===== src/common/mbsp_pkg.sv =====
package mbsp_pkg;

	// ************************************************************
	// Scan structure sizes
	// ************************************************************
	localparam int          MBSP_IR_W       = 2;
	localparam int          MBSP_ID_W       = 32;
	localparam int          MBSP_BSR_W      = 36;
	localparam int          MBSP_DATA_W     = 32;

	// ************************************************************
	// Instruction codes and reset values
	// ************************************************************
	localparam logic [1:0]  MBSP_INS_EXTEST  = 2'h0;
	localparam logic [1:0]  MBSP_INS_PRELOAD = 2'h1;
	localparam logic [1:0]  MBSP_INS_IDCODE  = 2'h2;
	localparam logic [1:0]  MBSP_INS_BYPASS  = 2'h3;
	localparam logic [1:0]  MBSP_IR_CAPTURE  = 2'h1;
	localparam logic [1:0]  MBSP_IR_RESET    = MBSP_INS_IDCODE;
	localparam logic [35:0] MBSP_BSR_RESET   = 36'h0;

	// ************************************************************
	// Identification field layout
	// ************************************************************
	localparam int          MBSP_ID_VER_LSB  = 28;
	localparam int          MBSP_ID_PART_LSB = 12;
	localparam int          MBSP_ID_MFR_LSB  = 1;
	localparam logic        MBSP_ID_MARKER   = 1'b1;

	// ************************************************************
	// Boundary register positions
	// ************************************************************
	localparam int          MBSP_POS_DIVCLK  = 35;
	localparam int          MBSP_POS_LOOPN   = 34;
	localparam int          MBSP_POS_SEL2    = 33;
	localparam int          MBSP_POS_SEL1    = 32;
	localparam int          MBSP_POS_DATA    = 0;

	// ************************************************************
	// Test clock limits
	// ************************************************************
	localparam int          MBSP_CORE_MHZ    = 100;
	localparam int          MBSP_TCK_MAX_MHZ = 12;
	localparam int          MBSP_TCK_MIN_CYC = MBSP_CORE_MHZ / MBSP_TCK_MAX_MHZ;

	// ************************************************************
	// Controller states
	// ************************************************************
	typedef enum logic [15:0] {
		MBSP_TLR    = 16'h0001,
		MBSP_RTI    = 16'h0002,
		MBSP_SEL_DR = 16'h0004,
		MBSP_CAP_DR = 16'h0008,
		MBSP_SH_DR  = 16'h0010,
		MBSP_EX1_DR = 16'h0020,
		MBSP_PAU_DR = 16'h0040,
		MBSP_EX2_DR = 16'h0080,
		MBSP_UPD_DR = 16'h0100,
		MBSP_SEL_IR = 16'h0200,
		MBSP_CAP_IR = 16'h0400,
		MBSP_SH_IR  = 16'h0800,
		MBSP_EX1_IR = 16'h1000,
		MBSP_PAU_IR = 16'h2000,
		MBSP_EX2_IR = 16'h4000,
		MBSP_UPD_IR = 16'h8000
	} mbsp_tap_state_e;

endpackage : mbsp_pkg


===== src/common/mbsp_tap_if.sv =====
`timescale 1ns/100ps
interface mbsp_tap_if import mbsp_pkg::*; ();
	logic            tck_rise;
	logic            tms;
	logic            tap_reset;
	mbsp_tap_state_e state;

	modport fsm (input tck_rise, input tms, input tap_reset, output state);
	modport user (output tck_rise, output tms, output tap_reset, input state);
endinterface : mbsp_tap_if


===== src/verilog/mbsp_tap_fsm.sv =====
`timescale 1ns/100ps
module mbsp_tap_fsm import mbsp_pkg::*; (
	input  wire logic clk_in,
	input  wire logic rst_in,
	mbsp_tap_if.fsm   tap
);

	mbsp_tap_state_e state;
	mbsp_tap_state_e next_state;

	// ************************************************************
	// Sixteen-state controller walk on each test clock rise
	// ************************************************************
	function automatic mbsp_tap_state_e tap_step(input mbsp_tap_state_e s, input logic m);
		case (s)
			MBSP_TLR:    tap_step = m ? MBSP_TLR    : MBSP_RTI;
			MBSP_RTI:    tap_step = m ? MBSP_SEL_DR : MBSP_RTI;
			MBSP_SEL_DR: tap_step = m ? MBSP_SEL_IR : MBSP_CAP_DR;
			MBSP_CAP_DR: tap_step = m ? MBSP_EX1_DR : MBSP_SH_DR;
			MBSP_SH_DR:  tap_step = m ? MBSP_EX1_DR : MBSP_SH_DR;
			MBSP_EX1_DR: tap_step = m ? MBSP_UPD_DR : MBSP_PAU_DR;
			MBSP_PAU_DR: tap_step = m ? MBSP_EX2_DR : MBSP_PAU_DR;
			MBSP_EX2_DR: tap_step = m ? MBSP_UPD_DR : MBSP_SH_DR;
			MBSP_UPD_DR: tap_step = m ? MBSP_SEL_DR : MBSP_RTI;
			MBSP_SEL_IR: tap_step = m ? MBSP_TLR    : MBSP_CAP_IR;
			MBSP_CAP_IR: tap_step = m ? MBSP_EX1_IR : MBSP_SH_IR;
			MBSP_SH_IR:  tap_step = m ? MBSP_EX1_IR : MBSP_SH_IR;
			MBSP_EX1_IR: tap_step = m ? MBSP_UPD_IR : MBSP_PAU_IR;
			MBSP_PAU_IR: tap_step = m ? MBSP_EX2_IR : MBSP_PAU_IR;
			MBSP_EX2_IR: tap_step = m ? MBSP_UPD_IR : MBSP_SH_IR;
			MBSP_UPD_IR: tap_step = m ? MBSP_SEL_DR : MBSP_RTI;
			default:     tap_step = MBSP_TLR;
		endcase
	endfunction : tap_step

	// Test reset forces the idle reset state at once
	always_comb begin
		next_state = state;
		if (tap.tap_reset) begin
			next_state = MBSP_TLR;
		end else if (tap.tck_rise) begin
			next_state = tap_step(state, tap.tms);
		end
	end

	always_ff @(posedge clk_in) begin
		if (rst_in) begin
			state <= MBSP_TLR;
		end else begin
			state <= next_state;
		end
	end

	assign tap.state = state;

endmodule : mbsp_tap_fsm


===== src/verilog/mbsp_top.sv =====
`timescale 1ns/100ps
module mbsp_top import mbsp_pkg::*; #(
	parameter logic [3:0]  ID_VERSION = 4'h3,    // Arbitrary value
	parameter logic [15:0] ID_PART    = 16'h5a3c, // Arbitrary value
	parameter logic [10:0] ID_MAKER   = 11'h2d4  // Arbitrary value
) (
	input  wire logic        CORE_CLK_IN,
	input  wire logic        RST_IN,
	input  wire logic        TCK_IN,
	input  wire logic        TMS_IN,
	input  wire logic        TDI_IN,
	input  wire logic        TRST_N_IN,
	input  wire logic [3:0]  TEST_PIN_DRIVEN_IN,
	input  wire logic [31:0] PARALLEL_DATA_INPUTS_IN,
	input  wire logic        LOOP_ENABLE_N_IN,
	input  wire logic        LOAD_PHASE_SELECT_1_IN,
	input  wire logic        LOAD_PHASE_SELECT_2_IN,
	input  wire logic        CORE_DIVIDED_CLOCK_IN,
	output logic             TDO_OUT,
	output logic             TDO_OE_OUT,
	output logic             DIVIDED_CLOCK_OUT,
	output logic [31:0]      CORE_PARALLEL_DATA_OUT,
	output logic             CORE_LOOP_ENABLE_N_OUT,
	output logic             CORE_LOAD_PHASE_SELECT_1_OUT,
	output logic             CORE_LOAD_PHASE_SELECT_2_OUT
);

	// ************************************************************
	// Pin conditioning
	// ************************************************************
	logic tck;
	logic tms;
	logic tdi;
	logic trst_n;

	// Pad pull-ups: a pin reported undriven reads high
	assign tck    = TEST_PIN_DRIVEN_IN[0] ? TCK_IN    : 1'b1;
	assign tms    = TEST_PIN_DRIVEN_IN[1] ? TMS_IN    : 1'b1;
	assign tdi    = TEST_PIN_DRIVEN_IN[2] ? TDI_IN    : 1'b1;
	assign trst_n = TEST_PIN_DRIVEN_IN[3] ? TRST_N_IN : 1'b1;

	// ************************************************************
	// Test clock edge detection
	// ************************************************************
	// The test clock is sampled by the core clock; this works only while each
	// test clock phase spans several core cycles, which the speed cap ensures.
	logic tck_q;
	logic next_tck_q;
	logic tck_rise;
	logic tck_fall;

	// One-cycle pulses; rise and fall can never both be high
	assign tck_rise = tck & ~tck_q;
	assign tck_fall = ~tck & tck_q;

	// Last sampled test clock level
	always_comb begin
		next_tck_q = tck;
	end

	always_ff @(posedge CORE_CLK_IN) begin
		if (RST_IN) begin
			tck_q <= 1'b1;
		end else begin
			tck_q <= next_tck_q;
		end
	end

	// ************************************************************
	// Controller
	// ************************************************************
	mbsp_tap_if tap ();

	// Test reset pin sends the controller straight to its reset state
	assign tap.tck_rise  = tck_rise;
	assign tap.tms       = tms;
	assign tap.tap_reset = ~trst_n;

	mbsp_tap_fsm u_fsm (
		.clk_in (CORE_CLK_IN),
		.rst_in (RST_IN),
		.tap    (tap)
	);

	mbsp_tap_state_e st;
	assign st = tap.state;

	// ************************************************************
	// Scan registers
	// ************************************************************
	// Instruction, bypass cell, shared scan chain and update stage
	logic [1:0]  ir;
	logic [1:0]  next_ir;
	logic [1:0]  ir_sh;
	logic [1:0]  next_ir_sh;
	logic        byp;
	logic        next_byp;
	logic [35:0] scan;
	logic [35:0] next_scan;
	logic [35:0] upd;
	logic [35:0] next_upd;
	logic        tdo;
	logic        next_tdo;
	logic        tdo_oe;
	logic        next_tdo_oe;
	logic [31:0] id_value;
	logic [35:0] pin_levels;
	logic        sel_bsr;

	// Identity word, marker bit in the lowest place
	assign id_value = {ID_VERSION, ID_PART, ID_MAKER, MBSP_ID_MARKER};

	// Levels seen at the low-speed pins, in boundary order
	assign pin_levels = {DIVIDED_CLOCK_OUT, LOOP_ENABLE_N_IN,
		LOAD_PHASE_SELECT_2_IN, LOAD_PHASE_SELECT_1_IN,
		PARALLEL_DATA_INPUTS_IN};

	// ************************************************************
	// Instruction decode
	// ************************************************************
	// One compare shared by every place that asks which path is selected
	function automatic logic ins_is(input logic [1:0] cur, input logic [1:0] code);
		ins_is = (cur == code);
	endfunction : ins_is

	logic ins_extest;
	logic ins_preload;
	logic ins_idcode;
	logic ins_bypass;

	// Held until the next update, so a decode never changes in mid-shift
	assign ins_extest  = ins_is(ir, MBSP_INS_EXTEST);
	assign ins_preload = ins_is(ir, MBSP_INS_PRELOAD);
	assign ins_idcode  = ins_is(ir, MBSP_INS_IDCODE);
	assign ins_bypass  = ins_is(ir, MBSP_INS_BYPASS);

	// Boundary register is in the path for EXTEST and PRELOAD
	assign sel_bsr = ins_extest || ins_preload;

	// Shift one place toward bit zero, entering at the top of the active length
	function automatic logic [35:0] scan_shift(input logic [35:0] v, input logic d,
		input logic full);
		logic [35:0] r;
		r = v >> 1;
		if (full) begin
			r[MBSP_BSR_W-1] = d;
		end else begin
			r[MBSP_ID_W-1] = d;
			// Top four cells stay zero while the identity is in the path
			r[MBSP_BSR_W-1:MBSP_ID_W] = 4'h0;
		end
		scan_shift = r;
	endfunction : scan_shift

	// Capture, shift and update of instruction and data paths
	always_comb begin
		next_ir     = ir;
		next_ir_sh  = ir_sh;
		next_byp    = byp;
		next_scan   = scan;
		next_upd    = upd;
		next_tdo    = tdo;
		next_tdo_oe = tdo_oe;
		// Reset state reloads the default instruction
		if (st == MBSP_TLR) begin
			next_ir = MBSP_IR_RESET;
		end
		// Capture and shift happen on the test clock rise
		if (tck_rise) begin
			case (st)
				MBSP_CAP_IR: begin
					next_ir_sh = MBSP_IR_CAPTURE;
				end
				MBSP_SH_IR: begin
					next_ir_sh = {tdi, ir_sh[1]};
				end
				MBSP_CAP_DR: begin
					// Bypass cell captures zero
					next_byp = 1'b0;
					if (ins_extest) begin
						next_scan = pin_levels;
					end else if (ins_idcode) begin
						next_scan = {4'h0, id_value};
					end
					// PRELOAD keeps its contents: there is no sample capture
				end
				MBSP_SH_DR: begin
					if (ins_bypass) begin
						next_byp = tdi;
					end else begin
						next_scan = scan_shift(scan, tdi, sel_bsr);
					end
				end
				default: begin
				end
			endcase
		end
		if (tck_fall) begin
			// Test data out changes on the falling test clock edge
			case (st)
				MBSP_SH_IR: begin
					next_tdo    = ir_sh[0];
					next_tdo_oe = 1'b1;
				end
				MBSP_SH_DR: begin
					next_tdo    = ins_bypass ? byp : scan[0];
					next_tdo_oe = 1'b1;
				end
				MBSP_UPD_IR: begin
					// New instruction takes effect on this fall, between shifts
					next_ir     = ir_sh;
					next_tdo_oe = 1'b0;
				end
				MBSP_UPD_DR: begin
					// Update stage keeps its value when another path is selected
					if (sel_bsr) begin
						next_upd = scan;
					end
					next_tdo_oe = 1'b0;
				end
				default: begin
					next_tdo_oe = 1'b0;
				end
			endcase
		end
		// Test reset wins over an instruction update that falls in the same cycle
		if (~trst_n) begin
			next_ir     = MBSP_IR_RESET;
			next_tdo_oe = 1'b0;
		end
	end

	// Registers only; the process above works out every next value
	always_ff @(posedge CORE_CLK_IN) begin
		if (RST_IN) begin
			ir     <= MBSP_IR_RESET;
			ir_sh  <= MBSP_IR_CAPTURE;
			byp    <= 1'b0;
			scan   <= MBSP_BSR_RESET;
			upd    <= MBSP_BSR_RESET;
			tdo    <= 1'b0;
			tdo_oe <= 1'b0;
		end else begin
			ir     <= next_ir;
			ir_sh  <= next_ir_sh;
			byp    <= next_byp;
			scan   <= next_scan;
			upd    <= next_upd;
			tdo    <= next_tdo;
			tdo_oe <= next_tdo_oe;
		end
	end

	// Enable is low outside shifting so a shared test data line stays free
	assign TDO_OUT    = tdo;
	assign TDO_OE_OUT = tdo_oe;

	// ************************************************************
	// Pin and core paths
	// ************************************************************
	// Registering the clock output adds one core cycle of delay; it also keeps
	// the EXTEST switchover glitch-free.
	logic        divclk;
	logic        next_divclk;
	logic [35:0] core_in;
	logic [35:0] next_core_in;

	always_comb begin
		next_divclk  = ins_extest ? upd[MBSP_POS_DIVCLK]
			: CORE_DIVIDED_CLOCK_IN;
		next_core_in = pin_levels; // Inputs pass to the core unchanged
	end

	always_ff @(posedge CORE_CLK_IN) begin
		if (RST_IN) begin
			divclk  <= 1'b0;
			core_in <= MBSP_BSR_RESET;
		end else begin
			divclk  <= next_divclk;
			core_in <= next_core_in;
		end
	end

	// Core side sees the pins one cycle late whatever the instruction;
	// input cells only observe, so EXTEST cannot fence the core off its pins
	assign DIVIDED_CLOCK_OUT            = divclk;
	assign CORE_PARALLEL_DATA_OUT       = core_in[MBSP_DATA_W-1:MBSP_POS_DATA];
	assign CORE_LOOP_ENABLE_N_OUT       = core_in[MBSP_POS_LOOPN];
	assign CORE_LOAD_PHASE_SELECT_1_OUT = core_in[MBSP_POS_SEL1];
	assign CORE_LOAD_PHASE_SELECT_2_OUT = core_in[MBSP_POS_SEL2];

endmodule : mbsp_top

===== config.mk =====
export PLATFORM = sky130hd
export DESIGN_NAME = mbsp_top
export DESIGN_NICKNAME = d
export VERILOG_FILES = /design/src/common/mbsp_pkg.sv /design/src/common/mbsp_tap_if.sv /design/src/verilog/mbsp_tap_fsm.sv /design/src/verilog/mbsp_top.sv
export SDC_FILE = /design/constraint.sdc
export NUM_CORES = 1
export LEC_CHECK = 0
export BUFFER_PORTS_ARGS = -buffer_cell sky130_fd_sc_hd__buf_4
export CAP_MARGIN = 20
export CORE_MARGIN = 4
export CORE_UTILIZATION = 45
export CTS_BUF_LIST = sky130_fd_sc_hd__clkbuf_4 sky130_fd_sc_hd__clkbuf_8
export CTS_CLUSTER_SIZE = 28
export DETAILED_ROUTE_END_ITERATION = 6
export PLACE_DENSITY = 0.76
export SETUP_SLACK_MARGIN = 0.4
export SYNTH_ARGS = -nofsm -noshare
export SYNTH_HDL_FRONTEND = slang
export SYNTH_HIERARCHICAL = 1
export SYNTH_SLANG_ARGS = --single-unit

===== constraint.sdc =====
create_clock -name CORE_CLK_IN -period 2.45 [get_ports CORE_CLK_IN]
set_input_delay 0.245 -clock CORE_CLK_IN [delete_from_list [all_inputs] [get_ports CORE_CLK_IN]]
set_output_delay 0.245 -clock CORE_CLK_IN [all_outputs]
set_load 0.02 [all_outputs]

==> results.toml <==
[timing]
max_slew.worst_pin.slew_ps = 1020
finalHoldViolations = 0
clock-skew-final_ps = 15.3
slew_headroom_pct = 31.7
timing.final.max_slew_violations = 0
fin_crit_sh_pct = 88.4
final.setup.tns_ps = 0
grt_setup_unrepaired = "yes"
fmax_mhz = 462
timing.final.crit_period_ps = 2170
setup_viols_final = 0

[cts]
ctsRootBufferMaster = "sky130_fd_sc_hd__clkbuf_8"
clock_tree.htree_level_count = 3
tritoncts = "yes"
cts_sinks = 97
number_of_buffers_added_to_fix_hold_violations_after_cts = 0
cts_buffer_depth = 2
number_of_clock_buffers_inserted_by_tritoncts = 9
clock_insertion_delay_worst_skew_ps = 380
clkSlewWorstSetupHoldPaths_ps = 110

[floorplan]
die_height_um = 106
core_region_area_sq_um = 9280
initial_utilization_pct = 46.6
row_count = 35
num_io_pins = 84
dieArea_sq_um = 11300
die_w_um = 106

[layout]
stdcell_area_sq_um = 5660
stdcell_count = 729
share_of_final_layout_standard_cells_stronger_than_drive_strength_1_pct = 29.2
antenna-diode-count = 0
layout_commonest_cell = "sky130_fd_sc_hd__buf_4"
seqCellArea_sq_um = 1950
multi_input_comb_area_sq_um = 2310
nNetsFinal = 641
mostFrequentLayoutCells = "sky130_fd_sc_hd__buf_4 (103), sky130_fd_sc_hd__dfxtp_1 (94), sky130_fd_sc_hd__nand2_1 (46)"
area_growth_pct = 30.7
num-fill-cells = 815

[placed_design]
total_instance_count_after_detailed_placement = 699
post-dp-hpwl_um = 7780
post_dp_cell_area_sq_um = 5150
place_congestion = 0.864
portBuffers = 83

[global_routing]
grt_first_pass_wirelength_um = 18700
number_of_antenna_violations_at_the_first_check_in_global_routing = 0
grt_start_max_net_pins = 82
grt_overflow = 0
combined_global_route_utilization_of_all_metal_layers_pct = 20.2
grt_pass1_vias = 3858

[power]
total_power_mw = 2.93
total_leakage_power_nw = 2.19
power_density_nw_per_um2 = 518
ir_drop_worst_vdd_mv = 0.266

[logic_synthesis]
post_synth_inst_count = 507
avgSynthCellArea_sq_um = 8.54
synth_seq_area_share_pct = 44.9
post_synth_num_cell_types = 56
synth_enable_flop_cells = 0
yosys_reg_bits = 97
asyncSetResetFlopFracSynth_pct = 0
yosysWarnings = 6
synth_flop_cell = "sky130_fd_sc_hd__dfxtp_1"
mappedNetlistArea_sq_um = 4330
synth_fp_nets = 553

[setup_path]
cp_max_fo = 6
cp-end-kind = "register"
worst-endpoint-arrival_ps = 2450
rrSetupSlack_ps = 280
setup.worst_path.start_class = "register"
cp_data_required_time_ps = 2730
setup_cp_type = "reg -> reg"

[routing]
wirelength_um = 12600
via_per_inst = 5.90
total_via_count_after_detailed_routing = 4300
post-route-drc-count = 0
violation_count_after_the_first_detailed_route_iteration = 451
final_antenna_net_count = 0
dr.pass1.iters = 5
wl_per_cell_um = 17.3

[run]
total_of_max_cap_violations = 0

[hold_path]
hp-class = "in -> reg"

[outcome]
status = "complete, no violations"
==> cell families after synthesis <==
kind of cell,after synthesis,share of synthesized area (%)
xor gates and xnor gates,8,1.62
buffers and inverters,51,4.48
muxes,4,0.954
DFF,97,44.9
and+or+nand+nor,238,31.3
AOI/OAI and AO/OA,109,16.8
==> power by group <==
group / switching [mW] / internal, mW
Clock: 0.632 / 0.422
Combinational: 0.133 / 0.122
Sequential: 0.0108 / 1.61
Total: 0.777 / 2.15
==> routing by layer <==
| layer | track usage (%) | vias up | share of wire (%) |
|---|---|---|---|
| met1 | 27.7 | 2047 | 41 |
| li1 | - | 1976 | - |
| met2 | 31.7 | 231 | 48 |
| met5 | 0 | - | 0 |
| met4 | 6.57 | 0 | 3.2 |
| met3 | 4.25 | 46 | 8.5 |
==> registers in the layout (all words and copies together), names as in the netlist <==
signal and flops:
TDO_OE_OUT 1, u_fsm/tap.state 16, ir_sh 2, tck_q 1, TDO_OUT 1, DIVIDED_CLOCK_OUT 1, ir 2, byp 1
scan 36, upd 1, core_in 35
==> layout make-up <==
type,instances,area share [%]
Clock buffer,10,2.43
Clock inverter,6,1.02
Inverter,8,0.531
Multi-Input combinational cell,359,40.9
Sequential cell,97,34.4
Tap cell,129,2.85
Timing Repair Buffer,120,17.8
==> timing repair <==
action,CTS,global route
resized for setup,7,37
setup buffers,3,6
pin swaps,3,10
endpoints found under the setup margin,31,35
cloned,0,5
hold endpoints to repair,0,0
==> synthesized netlist by cell type (3+ instances only) <==
cell type	instances	share of area, %
sky130_fd_sc_hd__nand2_1	51	4.4
sky130_fd_sc_hd__nand3b_1	6	1.0
sky130_fd_sc_hd__nor2b_1	40	5.8
sky130_fd_sc_hd__xnor2_1	3	0.61
sky130_fd_sc_hd__a31oi_1	21	3.0
sky130_fd_sc_hd__nand4_1	7	1.0
sky130_fd_sc_hd__nor3_1	15	1.7
sky130_fd_sc_hd__dfxtp_1	97	45
sky130_fd_sc_hd__or3_1	17	2.5
sky130_fd_sc_hd__xor2_1	5	1.0
sky130_fd_sc_hd__o21bai_1	16	2.8
sky130_fd_sc_hd__nor4_4	3	1.5
sky130_fd_sc_hd__clkbuf_1	39	3.4
sky130_fd_sc_hd__inv_1	7	0.61
sky130_fd_sc_hd__nor2_1	39	3.4
sky130_fd_sc_hd__o21ai_0	6	0.69
sky130_fd_sc_hd__a21oi_1	31	3.6
sky130_fd_sc_hd__a22oi_1	3	0.52
sky130_fd_sc_hd__nor3b_1	6	1.0
sky130_fd_sc_hd__nand3_1	26	3.0
sky130_fd_sc_hd__mux2i_1	3	0.69
sky130_fd_sc_hd__o32ai_1	3	0.61
sky130_fd_sc_hd__nand2b_1	4	0.58
sky130_fd_sc_hd__o311ai_0	16	3.2
sky130_fd_sc_hd__nand4b_1	3	0.61
sky130_fd_sc_hd__nor4_1	3	0.43
==> metrics by stage <==
step	utilization (%)	setup slack (ps)	hold WS, ps
3_3_place_gp	55.4	323	433
5_1_grt	60.9	175	83.0
2_1_floorplan	-	289	373
3_5_place_dp	55.4	261	442
4_1_cts	58.0	351	83.6
6_report	60.9	283	87.0
==> worst paths after layout <==
kind                  to  cells after the start                   startpoint
min          core_in[29]                      2  PARALLEL_DATA_INPUTS_IN[29]
max reg2reg     scan[34]                      5          u_fsm/tap.state[13]
min reg2reg     scan[21]                      2                     scan[21]
max             scan[34]                      5          u_fsm/tap.state[13]
==> critical path, stage by stage, from the launching register on <==
cell and delay [ps]:
sky130_fd_sc_hd__dfxtp_2 330, sky130_fd_sc_hd__or4_4 530, sky130_fd_sc_hd__nand4b_4 270, sky130_fd_sc_hd__or3b_4 450, sky130_fd_sc_hd__or3_4 370, sky130_fd_sc_hd__o32ai_1 150
Note: power is estimated with default switching activity, not from simulation.
